--- config.mk ---
export PLATFORM = sky130hd
export DESIGN_NAME = timer_mode_control_regs
export DESIGN_NICKNAME = d
export VERILOG_FILES = /design/src/rtl/timer_mode_control_regs.v
export VERILOG_INCLUDE_DIRS = /design/src /design/src/rtl
export SDC_FILE = /design/constraint.sdc
export NUM_CORES = 1
export LEC_CHECK = 0
export ABC_AREA = 0
export ABC_CLOCK_PERIOD_IN_PS = 3700
export BUFFER_PORTS_ARGS = -buffer_cell sky130_fd_sc_hd__buf_2
export CAP_MARGIN = 20
export CORE_ASPECT_RATIO = 1.25
export CORE_MARGIN = 2
export CORE_UTILIZATION = 35
export DETAILED_ROUTE_END_ITERATION = 8
export SETUP_SLACK_MARGIN = 0.3
export SLEW_MARGIN = 40
export SYNTH_ARGS = -nofsm -noshare
export SYNTH_HDL_FRONTEND = slang
export SYNTH_SLANG_ARGS = --single-unit
export TNS_END_PERCENT = 100
--- constraint.sdc ---
create_clock -name sys_clk -period 3.7 [get_ports sys_clk]
set_clock_uncertainty 0.05 [all_clocks]
set_input_delay 0.74 -clock sys_clk [delete_from_list [all_inputs] [get_ports sys_clk]]
set_output_delay 0.74 -clock sys_clk [all_outputs]
set_load 0.005 [all_outputs]
--- src/rtl/timer_ctrl_map.vh ---
// constants for the timer mode and control register block
// assumes byte addresses are four times the register index
`ifndef TIMER_CTRL_MAP_VH
`define TIMER_CTRL_MAP_VH
// ==========================================
// register indices (byte address = index * 4)
`define IDX_RUN_CTRL 6'h00
`define IDX_MODE_CTRL 6'h01
`define IDX_OUT_FORCE 6'h02
`define IDX_SPLIT_SEL 6'h03
`define IDX_E_CLR 6'h04
`define IDX_E_SET 6'h05
`define IDX_F_CLR 6'h06
`define IDX_F_SET 6'h07
`define IDX_CYC_LEN 6'h26
`define IDX_CH0 6'h28
`define IDX_CH1 6'h2A
`define IDX_CH2 6'h2C
`define IDX_CYC_BUF 6'h36
`define IDX_CH0_BUF 6'h38
`define IDX_CH1_BUF 6'h3A
`define IDX_CH2_BUF 6'h3C
// ==========================================
// field positions
`define RUN_EN_BIT 0
`define MODE_LSB 0
`define MODE_MSB 2
`define AUTO_HOLD_BIT 3
`define PIN_EN_LSB 4
`define PIN_EN_MSB 6
`define E_DIR_BIT 0
`define E_HOLD_BIT 1
`define E_CMD_LSB 2
`define E_CMD_MSB 3
// ==========================================
// waveform mode codes
`define WM_NORMAL 3'h0
`define WM_FREQ 3'h1
`define WM_ONE_RAMP 3'h3
`define WM_TWO_HIGH 3'h5
`define WM_TWO_BOTH 3'h6
`define WM_TWO_LOW 3'h7
// command codes
`define CMD_NONE 2'h0
`define CMD_UPDATE 2'h1
`define CMD_RESTART 2'h2
`define CMD_HARD_RESET 2'h3
// ==========================================
// reset values
`define RST_BYTE 8'h00
`define RST_CYC_LEN 16'hFFFF
`define RST_CH 16'h0000
// bus answers
`define RESP_OKAY 2'h0
`define RESP_SLVERR 2'h2
`endif

--- src/rtl/timer_mode_control_regs.v ---
// timer mode, command, hold, direction and buffer-valid control with AXI4-Lite registers
// assumes the counter outside gives top and bottom pulses on sys_clk
//
// The AXI4-Lite interface to the registers was chosen for this implementation.
`timescale 1ns/10ps
`include "timer_ctrl_map.vh"
`default_nettype none
module timer_mode_control_regs (
  input wire sys_clk, // 50 MHz clock
  input wire resetn, // synchronous reset, active low
  input wire [7:0] s_axi_awaddr, // write address
  input wire s_axi_awvalid, // write address valid
  output wire s_axi_awready, // write address ready
  input wire [31:0] s_axi_wdata, // write data
  input wire [3:0] s_axi_wstrb, // write byte enables
  input wire s_axi_wvalid, // write data valid
  output wire s_axi_wready, // write data ready
  output wire [1:0] s_axi_bresp, // write response
  output wire s_axi_bvalid, // write response valid
  input wire s_axi_bready, // write response ready
  input wire [7:0] s_axi_araddr, // read address
  input wire s_axi_arvalid, // read address valid
  output wire s_axi_arready, // read address ready
  output wire [31:0] s_axi_rdata, // read data
  output wire [1:0] s_axi_rresp, // read response
  output wire s_axi_rvalid, // read data valid
  input wire s_axi_rready, // read data ready
  input wire top_hit, // counter reached top, pulse
  input wire bottom_hit, // counter reached bottom, pulse
  input wire hw_dir_load, // hardware direction load, pulse
  input wire hw_dir_value, // hardware direction value
  input wire [2:0] wave_level_in, // generator output levels
  output wire timer_enable, // timer run enable
  output wire [2:0] waveform_mode_field, // active mode code
  output wire top_from_channel0, // top comes from channel zero
  output wire split_select_bit, // two eight-bit timers
  output wire count_down, // counting direction
  output wire buffer_load_hold, // lock state
  output wire [3:0] buffer_valid, // valid bits, bit0 cycle length
  output wire [15:0] cycle_length_out, // active cycle length
  output wire [15:0] ch0_match, // active channel 0 compare
  output wire [15:0] ch1_match, // active channel 1 compare
  output wire [15:0] ch2_match, // active channel 2 compare
  output wire update_strobe, // buffers loaded, pulse
  output wire wrap_flag, // overflow or underflow, pulse
  output wire restart_pulse, // restart command, pulse
  output wire hard_reset_pulse, // hard reset command, pulse
  output wire [2:0] pin_level, // level presented to pins
  output wire [2:0] pin_override // pin taken over by waveform
);
  integer i;
  // ==========================================
  // state
  reg enable_reg;
  reg [2:0] wave_mode_reg;
  reg auto_hold_reg;
  reg [2:0] pin_en_reg;
  reg [2:0] force_reg;
  reg split_reg;
  reg hold_reg;
  reg hold_next;
  reg down_reg;
  reg down_next;
  reg [3:0] bv_reg;
  reg [3:0] bv_next;
  reg [15:0] cycle_length_reg;
  reg [15:0] cycle_length_buffer_reg;
  reg [15:0] ch_match_reg [0:2];
  reg [15:0] channel_buffer_reg [0:2];
  reg upd_reg;
  reg wrap_reg;
  reg restart_reg;
  reg hreset_reg;
  // bus state
  reg aw_held_reg;
  reg [7:0] aw_addr_reg;
  reg w_held_reg;
  reg [31:0] w_data_reg;
  reg [3:0] w_strb_reg;
  reg bvalid_reg;
  reg [1:0] bresp_reg;
  reg rvalid_reg;
  reg [31:0] rdata_reg;
  reg [1:0] rresp_reg;
  reg [31:0] rd_word;
  // ==========================================
  // decode helpers
  function mapped;
    input [5:0] idx;
    begin
      case (idx)
        `IDX_RUN_CTRL, `IDX_MODE_CTRL, `IDX_OUT_FORCE, `IDX_SPLIT_SEL,
        `IDX_E_CLR, `IDX_E_SET, `IDX_F_CLR, `IDX_F_SET,
        `IDX_CYC_LEN, `IDX_CH0, `IDX_CH1, `IDX_CH2,
        `IDX_CYC_BUF, `IDX_CH0_BUF, `IDX_CH1_BUF, `IDX_CH2_BUF: mapped = 1'b1;
        default: mapped = 1'b0;
      endcase
    end
  endfunction
  // write side is executed once address and data are both held
  wire wr_go = aw_held_reg & w_held_reg & ~bvalid_reg;
  wire [5:0] wr_idx = aw_addr_reg[7:2];
  wire lane0 = wr_go & w_strb_reg[0];
  wire lane1 = wr_go & w_strb_reg[1];
  wire [7:0] wd = w_data_reg[7:0];
  wire wr_eclr = lane0 & (wr_idx == `IDX_E_CLR);
  wire wr_eset = lane0 & (wr_idx == `IDX_E_SET);
  wire wr_mode = lane0 & (wr_idx == `IDX_MODE_CTRL);
  wire [1:0] e_clr = wr_eclr ? wd[1:0] : 2'h0;
  wire [1:0] e_set = wr_eset ? wd[1:0] : 2'h0;
  wire [1:0] cmd = (wr_eclr | wr_eset) ? wd[`E_CMD_MSB:`E_CMD_LSB] : `CMD_NONE;
  wire [3:0] f_clr = (lane0 & (wr_idx == `IDX_F_CLR)) ? wd[3:0] : 4'h0;
  wire [3:0] f_set = (lane0 & (wr_idx == `IDX_F_SET)) ? wd[3:0] : 4'h0;
  wire buf_lane = lane0 | lane1;
  wire [3:0] buf_wr = {buf_lane & (wr_idx == `IDX_CH2_BUF),
                       buf_lane & (wr_idx == `IDX_CH1_BUF),
                       buf_lane & (wr_idx == `IDX_CH0_BUF),
                       buf_lane & (wr_idx == `IDX_CYC_BUF)};
  // ==========================================
  // mode decode: load point and wrap point
  wire m_normal = (wave_mode_reg == `WM_NORMAL);
  wire m_freq = (wave_mode_reg == `WM_FREQ);
  wire m_one = (wave_mode_reg == `WM_ONE_RAMP);
  wire m_high = (wave_mode_reg == `WM_TWO_HIGH);
  wire m_both = (wave_mode_reg == `WM_TWO_BOTH);
  wire m_low = (wave_mode_reg == `WM_TWO_LOW);
  wire load_at_top = m_normal | m_freq;
  wire load_at_bottom = m_one | m_high | m_both | m_low;
  wire wrap_at_top = m_normal | m_freq | m_high | m_both;
  wire wrap_at_bottom = m_one | m_both | m_low;
  wire cmd_update = (cmd == `CMD_UPDATE);
  wire upd_event = (top_hit & load_at_top) | (bottom_hit & load_at_bottom) | cmd_update;
  wire transfer = upd_event & ~hold_reg;
  wire all_valid = &(bv_reg[3:1] | ~pin_en_reg);
  // ==========================================
  // next values of hold, direction and valid bits
  always @* begin
    hold_next = hold_reg;
    if (e_clr[`E_HOLD_BIT])
      hold_next = 1'b0;
    if (e_set[`E_HOLD_BIT])
      hold_next = 1'b1;
    // turning auto hold on locks the buffers until the enabled channels are written
    if (wr_mode & wd[`AUTO_HOLD_BIT] & ~auto_hold_reg)
      hold_next = 1'b1;
    if (auto_hold_reg) begin
      if (transfer)
        hold_next = 1'b1;
      else if (hold_reg & all_valid)
        hold_next = 1'b0;
    end
    down_next = down_reg;
    if (hw_dir_load)
      down_next = hw_dir_value;
    if (e_clr[`E_DIR_BIT])
      down_next = 1'b0;
    if (e_set[`E_DIR_BIT])
      down_next = 1'b1;
    // a buffer write in the update cycle keeps its valid bit
    bv_next = (transfer ? 4'h0 : (bv_reg & ~f_clr)) | f_set | buf_wr;
  end
  // ==========================================
  // control registers and buffers
  always @(posedge sys_clk) begin
    if (!resetn) begin
      enable_reg <= 1'b0;
      wave_mode_reg <= `WM_NORMAL;
      auto_hold_reg <= 1'b0;
      pin_en_reg <= 3'h0;
      force_reg <= 3'h0;
      split_reg <= 1'b0;
      hold_reg <= 1'b0;
      down_reg <= 1'b0;
      bv_reg <= 4'h0;
      cycle_length_reg <= `RST_CYC_LEN;
      cycle_length_buffer_reg <= `RST_CYC_LEN;
      for (i = 0; i < 3; i = i + 1) begin
        ch_match_reg[i] <= `RST_CH;
        channel_buffer_reg[i] <= `RST_CH;
      end
      upd_reg <= 1'b0;
      wrap_reg <= 1'b0;
      restart_reg <= 1'b0;
      hreset_reg <= 1'b0;
    end else begin
      if (lane0 & (wr_idx == `IDX_RUN_CTRL))
        enable_reg <= wd[`RUN_EN_BIT];
      if (lane0 & (wr_idx == `IDX_MODE_CTRL)) begin
        wave_mode_reg <= wd[`MODE_MSB:`MODE_LSB];
        auto_hold_reg <= wd[`AUTO_HOLD_BIT];
        pin_en_reg <= wd[`PIN_EN_MSB:`PIN_EN_LSB];
      end
      // force bits only take effect on the pins while stopped
      if (lane0 & (wr_idx == `IDX_OUT_FORCE))
        force_reg <= wd[2:0];
      if (lane0 & (wr_idx == `IDX_SPLIT_SEL))
        split_reg <= wd[0];
      hold_reg <= hold_next;
      down_reg <= down_next;
      bv_reg <= bv_next;
      // copy valid buffers; uses the values held before this cycle's writes
      if (transfer & bv_reg[0])
        cycle_length_reg <= cycle_length_buffer_reg;
      for (i = 0; i < 3; i = i + 1) begin
        if (transfer & bv_reg[i+1])
          ch_match_reg[i] <= channel_buffer_reg[i];
      end
      if (buf_wr[0] & lane0)
        cycle_length_buffer_reg[7:0] <= wd;
      if (buf_wr[0] & lane1)
        cycle_length_buffer_reg[15:8] <= w_data_reg[15:8];
      for (i = 0; i < 3; i = i + 1) begin
        if (buf_wr[i+1] & lane0)
          channel_buffer_reg[i][7:0] <= wd;
        if (buf_wr[i+1] & lane1)
          channel_buffer_reg[i][15:8] <= w_data_reg[15:8];
      end
      upd_reg <= transfer;
      wrap_reg <= (top_hit & wrap_at_top) | (bottom_hit & wrap_at_bottom);
      restart_reg <= (cmd == `CMD_RESTART);
      hreset_reg <= (cmd == `CMD_HARD_RESET) & ~enable_reg;
    end
  end
  // ==========================================
  // read multiplexer
  always @* begin
    rd_word = 32'h0000_0000;
    case (s_axi_araddr[7:2])
      `IDX_RUN_CTRL: rd_word[0] = enable_reg;
      `IDX_MODE_CTRL: rd_word[6:0] = {pin_en_reg, auto_hold_reg, wave_mode_reg};
      `IDX_OUT_FORCE: rd_word[2:0] = pin_level;
      `IDX_SPLIT_SEL: rd_word[0] = split_reg;
      // command bits stay zero in both views
      `IDX_E_CLR, `IDX_E_SET: rd_word[1:0] = {hold_reg, down_reg};
      `IDX_F_CLR, `IDX_F_SET: rd_word[3:0] = bv_reg;
      `IDX_CYC_LEN: rd_word[15:0] = cycle_length_reg;
      `IDX_CH0: rd_word[15:0] = ch_match_reg[0];
      `IDX_CH1: rd_word[15:0] = ch_match_reg[1];
      `IDX_CH2: rd_word[15:0] = ch_match_reg[2];
      `IDX_CYC_BUF: rd_word[15:0] = cycle_length_buffer_reg;
      `IDX_CH0_BUF: rd_word[15:0] = channel_buffer_reg[0];
      `IDX_CH1_BUF: rd_word[15:0] = channel_buffer_reg[1];
      `IDX_CH2_BUF: rd_word[15:0] = channel_buffer_reg[2];
      default: rd_word = 32'h0000_0000;
    endcase
  end
  // ==========================================
  // AXI4-Lite handshakes
  always @(posedge sys_clk) begin
    if (!resetn) begin
      aw_held_reg <= 1'b0;
      aw_addr_reg <= 8'h00;
      w_held_reg <= 1'b0;
      w_data_reg <= 32'h0000_0000;
      w_strb_reg <= 4'h0;
      bvalid_reg <= 1'b0;
      bresp_reg <= `RESP_OKAY;
      rvalid_reg <= 1'b0;
      rdata_reg <= 32'h0000_0000;
      rresp_reg <= `RESP_OKAY;
    end else begin
      if (s_axi_awvalid & s_axi_awready) begin
        aw_held_reg <= 1'b1;
        aw_addr_reg <= s_axi_awaddr;
      end
      if (s_axi_wvalid & s_axi_wready) begin
        w_held_reg <= 1'b1;
        w_data_reg <= s_axi_wdata;
        w_strb_reg <= s_axi_wstrb;
      end
      if (wr_go) begin
        aw_held_reg <= 1'b0;
        w_held_reg <= 1'b0;
        bvalid_reg <= 1'b1;
        bresp_reg <= mapped(wr_idx) ? `RESP_OKAY : `RESP_SLVERR;
      end else if (s_axi_bready)
        bvalid_reg <= 1'b0;
      if (s_axi_arvalid & s_axi_arready) begin
        rvalid_reg <= 1'b1;
        rdata_reg <= rd_word;
        rresp_reg <= mapped(s_axi_araddr[7:2]) ? `RESP_OKAY : `RESP_SLVERR;
      end else if (s_axi_rready)
        rvalid_reg <= 1'b0;
    end
  end
  // ==========================================
  // outputs
  assign s_axi_awready = ~aw_held_reg & ~bvalid_reg;
  assign s_axi_wready = ~w_held_reg & ~bvalid_reg;
  assign s_axi_bvalid = bvalid_reg;
  assign s_axi_bresp = bresp_reg;
  assign s_axi_arready = ~rvalid_reg;
  assign s_axi_rvalid = rvalid_reg;
  assign s_axi_rdata = rdata_reg;
  assign s_axi_rresp = rresp_reg;
  assign timer_enable = enable_reg;
  assign waveform_mode_field = wave_mode_reg;
  assign top_from_channel0 = m_freq;
  assign split_select_bit = split_reg;
  assign count_down = down_reg;
  assign buffer_load_hold = hold_reg;
  assign buffer_valid = bv_reg;
  assign cycle_length_out = cycle_length_reg;
  assign ch0_match = ch_match_reg[0];
  assign ch1_match = ch_match_reg[1];
  assign ch2_match = ch_match_reg[2];
  assign update_strobe = upd_reg;
  assign wrap_flag = wrap_reg;
  assign restart_pulse = restart_reg;
  assign hard_reset_pulse = hreset_reg;
  // stopped timer shows forced levels, running one the generator
  assign pin_level = enable_reg ? wave_level_in : force_reg;
  // waveform takes over a pin only while running, outside normal mode and with its pin enable
  assign pin_override = (m_normal | ~enable_reg) ? 3'h0 : pin_en_reg;
endmodule // timer_mode_control_regs
`default_nettype wire

==> impl_metrics.toml, run 1 <==
[global_route]
antenna_found_initial = 0
overflow = 0
grt_first_pass_wirelength_um = 39300
grt_pass1_vias = 6476
grt_usage_pct = 19.5
grt_max_degree = 55

[synthesis]
synth-xor-area-share_pct = 0.295
synth_simple_gate_area_share_pct = 21.1
synthArstFlopShare_pct = 0
synth_edf_count = 96
synth_area_mm2 = 0.00890
ys_seq_area_share_pct = 55.1
synthAdderAreaFrac_pct = 0.112
synth-compound-area-share_pct = 11.0
syn_inst = 849
ys_types = 66
synth_mux_area_share_pct = 7.48
synth_top_family_by_area = "simple AND/OR/NAND/NOR gates"
ys_ff_latch = 197
yosys_warnings = 0
avgSynthCellArea_um2 = 10.5
synth-main-ff-cell = "dfxtp_1"

[sta]
fin_tns_setup_ps = 0
fin_crit_sh_pct = 68.2
fin_crit_ps = 2520
rsz0062_at_grt = "false"
hold_viol_final = 0
worst_pin_slew_ps = 754
maxSlewHeadroom_pct = 49.5
fmax_ghz = 0.396
maxSlewViolCount = 0
finalSetupViolations = 0

[place]
hpwl_um = 19200
port_buffers = 152
place_area_mm2 = 0.00990
gp_congestion = 0.907

[worst_setup_path]
reg2reg_from = "w_data_reg[2]"
setup.worst_path.class = "reg2reg"
worstPathArrival_ps = 2770
cp-start-kind = "flop"
critPathRequiredTime_ps = 3950
crit_start = "w_data_reg[2]"
crit_path_max_fanout = 47
worst_setup_path_end_kind = "flop"

[drt]
wl_per_cell_um = 19.6
vias = 6863
drtIter0Drc = 513
route.detailed.drc = 0
wl_um = 26100
antenna_left = 0
vias_per_cell = 5.16
dr.pass1.iters = 5

[hold_path]
min_path_type = "reg2reg"

[cts]
cts_root_buf = "clkbuf_16"
clkSinkCount = 197
htree_levels = 4
post_cts_buffers = 0
cts_tree = "built"
clk_latency_ps = 440
cts_buffers = 17
clk_path_buf_depth = 2
clkTransAtPathRegs_ps = 80
hold_buffers = 0
cts-resized-gates = 0

[cells_and_area]
nets = 1049
n_antenna_cell = 0
final_cell_mix = "buf_2, nand2_1, dfxtp_1, edfxtp_1, and2_1"
syn_to_final_growth_pct = 17.6
final_util_pct = 41.6
final_area_mm2 = 0.0105
drive_above_1_share_pct = 22.5
final_common_cell = "buf_2"

[die]
core_mm2 = 0.0251
die-area_mm2 = 0.0267
ioPinCount = 193
die_h_um = 182
placementRows = 65
die_w_um = 147
start_util_pct = 35.4

[power_and_ir_drop]
ir_worst_vdd_mv = 0.305
power_density_mw_per_mm2 = 429
power_uw = 4490
swShare_pct = 25.3
pwr-share-clk_pct = 39.4
seq_power_share_pct = 53.9
p_leak_uw = 0.00416
p_int_uw = 3360
pwr-share-comb_pct = 6.7
power_switching_uw = 1130

[job]
drv_cap = 0

[run_status]
outcome = "complete, no violations"
## synthesized netlist by cell type, types with 6 or more instances
cell	number	share of area, %
nor4_1	7	0.49
and2_1	81	5.7
a22o_1	10	0.98
a22oi_1	8	0.67
inv_1	9	0.38
a221o_1	8	0.90
clkbuf_1	28	1.2
nor3_1	11	0.62
nor2b_1	7	0.49
nand2b_1	6	0.42
a21oi_1	33	1.9
nand2_1	131	5.5
buf_2	14	0.79
a211oi_1	6	0.51
mux2i_1	62	7.0
nand3_1	32	1.8
and3_1	11	0.77
nor2_1	45	1.9
dfxtp_1	101	23
edfxtp_1	96	32
buf_4	22	1.9
o2bb2ai_1	13	1.3
o22ai_1	6	0.42
o21ai_0	21	1.2
## worst paths after layout
kind                               to  cells past startpoint  slack [ps]
setup / recovery  ch_match_reg[0][18]                      6        1180
hold / removal         s_axi_bresp[1]                      1         370
setup reg to reg  ch_match_reg[0][18]                      6        1180
hold reg to reg        s_axi_bresp[1]                      1         370
## cell families (layout without fill, tap and decap cells)
| family | count (synthesis) | after routing |
|---|---|---|
| DFF | 197 | 197 |
| AOI/OAI and AO/OA | 138 | 138 |
| muxes | 66 | 66 |
| xor gates and xnor gates | 3 | 3 |
| adders and majority gates | 1 | 1 |
| other | 1 | 18 |
| and+or+nand+nor | 361 | 361 |
| buffers and inverters | 82 | 212 |
## power groups by stage
stage | clock (uW) | sequential (uW) | combinational, uW
finish | 1770 | 2420 | 302
global route | 1890 | 2430 | 332
CTS | 1800 | 2420 | 303
detailed placement | 0 | 2470 | 302
global placement | 0 | 2470 | 299
floorplan | 0 | 2430 | 205
## cell type report
cell class	instances	area [um^2]
Sequential cell	197	4900
Fill cell	2453	14700
Tap cell	335	419
Multi-Input combinational cell	587	3640
Timing Repair Buffer	171	903
Inverter	9	33.8
Clock inverter	14	121
Clock buffer	18	439
## per-layer routing
layer | part of all wire (%) | vias to the layer above | global-route usage, %
li1 | - | 3286 | -
met1 | 42 | 3322 | 24.7
met2 | 51 | 224 | 33.9
met3 | 5.3 | 31 | 3.38
met4 | 1.9 | 0 | 5.71
met5 | 0 | - | 0
## worst max-delay path, cell delays in order (launching register included)
cell and delay (ps):
dfxtp_1 720, nor3b_2 290, nand4_2 170, a21o_2 340
nor3_4 170, buf_4 410, and2_1 200
## metrics by stage
| step | worst slack (ps) | instances | hold WS (ps) |
|---|---|---|---|
| floorplan | 1360 | 866 | 340 |
| global placement | 891 | 1299 | 352 |
| detailed placement | 899 | 1299 | 356 |
| finish | 1180 | 1331 | 371 |
| CTS | 1100 | 1331 | 375 |
| global route | 1050 | 1331 | 400 |
Power figures use the tool's default switching activity.
==> run 2: changes to the inputs <==
Settings changed: ABC_CLOCK_PERIOD_IN_PS 3700 to 2100.
Clock period 3.7 ns to 2.1 ns, I/O delays scaled along.
==> run 2 against run 1 <==
- hold slack worse by 250 ps
- non-clock buffer count grew 73
- highest routed layer unchanged
- power grew 81%
- combinational power grew 120%
- maximum frequency rose by 28%
- sequential share of layout area shrank 4.8 points
- design area increased by 12%
- critical path depth up 1
- worst setup slack lost 1000 ps
- core utilization grew 4.9 points
- via count rose by 5.0%
- final cell count is 5.5% higher
==> impl_metrics.toml, run 2 (synthesis gave the netlist of run 1 again) <==
[worst_setup_path]
crit_path_max_fanout = 6
critical-path-top-delay-family = "simple AND/OR/NAND/NOR gates"
slowest_stage = "and4bb_4"
reg2reg_setup_slack_ps = 130
crit_path_cell_trace = "and4bb_4 > nand4_4 > a21o_4 > nor3_4 > buf_6 > clkbuf_16 > and2_4"
worstPathArrival_ps = 2230
setup.worst_path.class = "reg2reg"
cp-start-kind = "flop"
critical-path-max-stage-delay_ps = 370
crit_buf_inv = 2
worst_setup_path_end_kind = "flop"
critPathRequiredTime_ps = 2360

[place]
hpwl_um = 20200
place_area_mm2 = 0.0105
dp_cells = 1342
gp_congestion = 0.902
port_buffers = 152

[die]
die-area_mm2 = 0.0267
placementRows = 65
die_w_um = 147
die_h_um = 182
core_mm2 = 0.0251
start_util_pct = 35.4
ioPinCount = 193

[power_and_ir_drop]
power_density_mw_per_mm2 = 694
p_leak_uw = 0.00477
power_uw = 8110
ir_worst_vdd_mv = 0.567

[sta]
maxSlewHeadroom_pct = 60.2
hold_viol_final = 0
finalSetupViolations = 0
maxSlewViolCount = 0
fin_crit_sh_pct = 94.0
rsz0062_at_grt = "true"
fin_crit_ps = 1970
worst_pin_slew_ps = 596
fmax_ghz = 0.506
fin_tns_setup_ps = 0

[hold_path]
min_path_type = "in2reg"

[cells_and_area]
final_area_mm2 = 0.0117
syn_to_final_growth_pct = 31.3
fillers = 2374
multi_input_area_mm2 = 0.00398
fin_cells = 1404
nets = 1122
final_common_cell = "buf_2"
final_cell_mix = "buf_2, nand2_1, edfxtp_1, dfxtp_1, mux2i_1"
ff_latch_area_mm2 = 0.00492
drive_above_1_share_pct = 35.3
n_antenna_cell = 0

[drt]
dr.pass1.iters = 6
vias_per_cell = 5.13
wl_um = 28200
wl_per_cell_um = 20.1
vias = 7207
route.detailed.drc = 0
drtIter0Drc = 580
antenna_left = 0

[global_route]
grt_pass1_vias = 6893
grt_max_degree = 48
grt_usage_pct = 20.0
grt_first_pass_wirelength_um = 40500
antenna_found_initial = 0
overflow = 0

[cts]
clk_latency_ps = 440
clk_path_buf_depth = 2
cts_buffers = 17
hold_buffers = 0
clkSinkCount = 197
htree_levels = 4
cts_root_buf = "clkbuf_16"
cts_tree = "built"
clkTransAtPathRegs_ps = 70

[run_status]
outcome = "complete, no violations"

[job]
drv_cap = 0
## run 2: cell count changes in the layout (fill, tap and decap cells not counted), moves of 9 or more
cell     before  now
nand2_2       0   19
buf_6         0   24
buf_4        19   56
buf_12        0   13
dfxtp_1     101   91
dfxtp_2       0    9
nand2_1     131  108
and2_1       81   60
and2_4        0   19
## run 2: area by class of cell
| class | count | area share, % |
|---|---|---|
| clock buffer | 23 | 4.37 |
| multi-input combinational | 587 | 34.0 |
| timing repair buffer | 244 | 15.1 |
| inverter | 9 | 0.289 |
| tap | 335 | 3.59 |
| clock inverter | 9 | 0.535 |
| sequential | 197 | 42.1 |
## run 2: layer usage
metal,part of all wire [%],wire length (um),GRT usage (%),vias up
li1,-,-,-,3422
met1,42,11900,24.7,3503
met2,51,14300,34.9,230
met3,3.9,1090,2.83,52
met4,3.2,891,8.47,0
met5,0,0,0,-
## run 2: timing repair
| action | 4_1_cts | 5_1_grt |
|---|---|---|
| pin swaps | 5 | 32 |
| gates resized for setup | 29 | 83 |
| buffers inserted | 13 | 11 |
| cloned | 0 | 6 |
| endpoints found under the setup margin | 170 | 253 |
## run 2: stage by stage
stage | worst slack (ps) | utilization [%] | hold WS, ps
final | 125 | 46.5 | 117
after CTS | 156 | 44.7 | 105
after global routing | 84.2 | 46.5 | 124
after global placement | 80.7 | 41.6 | 357
after floorplan | 229 | - | 340
after detailed placement | 61.5 | 41.6 | 369
## run 2: path summary, 6_finish.rpt
| kind | to | depth (start not counted) | startpoint |
|---|---|---|---|
| min | s_axi_rvalid | 2 | s_axi_rready |
| max reg2reg | ch_match_reg[0][31] | 7 | aw_addr_reg[5] |
| max | ch_match_reg[0][31] | 7 | aw_addr_reg[5] |
| min reg2reg | s_axi_bresp[1] | 1 | flop |
## run 2: report_power, final
group	leakage [uW]	total (uW)	internal (uW)	switching, uW
Combinational	0.00266	678	284	395
Sequential	0.00182	4240	4140	108
Clock	0.000285	3190	1730	1460
Total	0.00477	8110	6150	1960
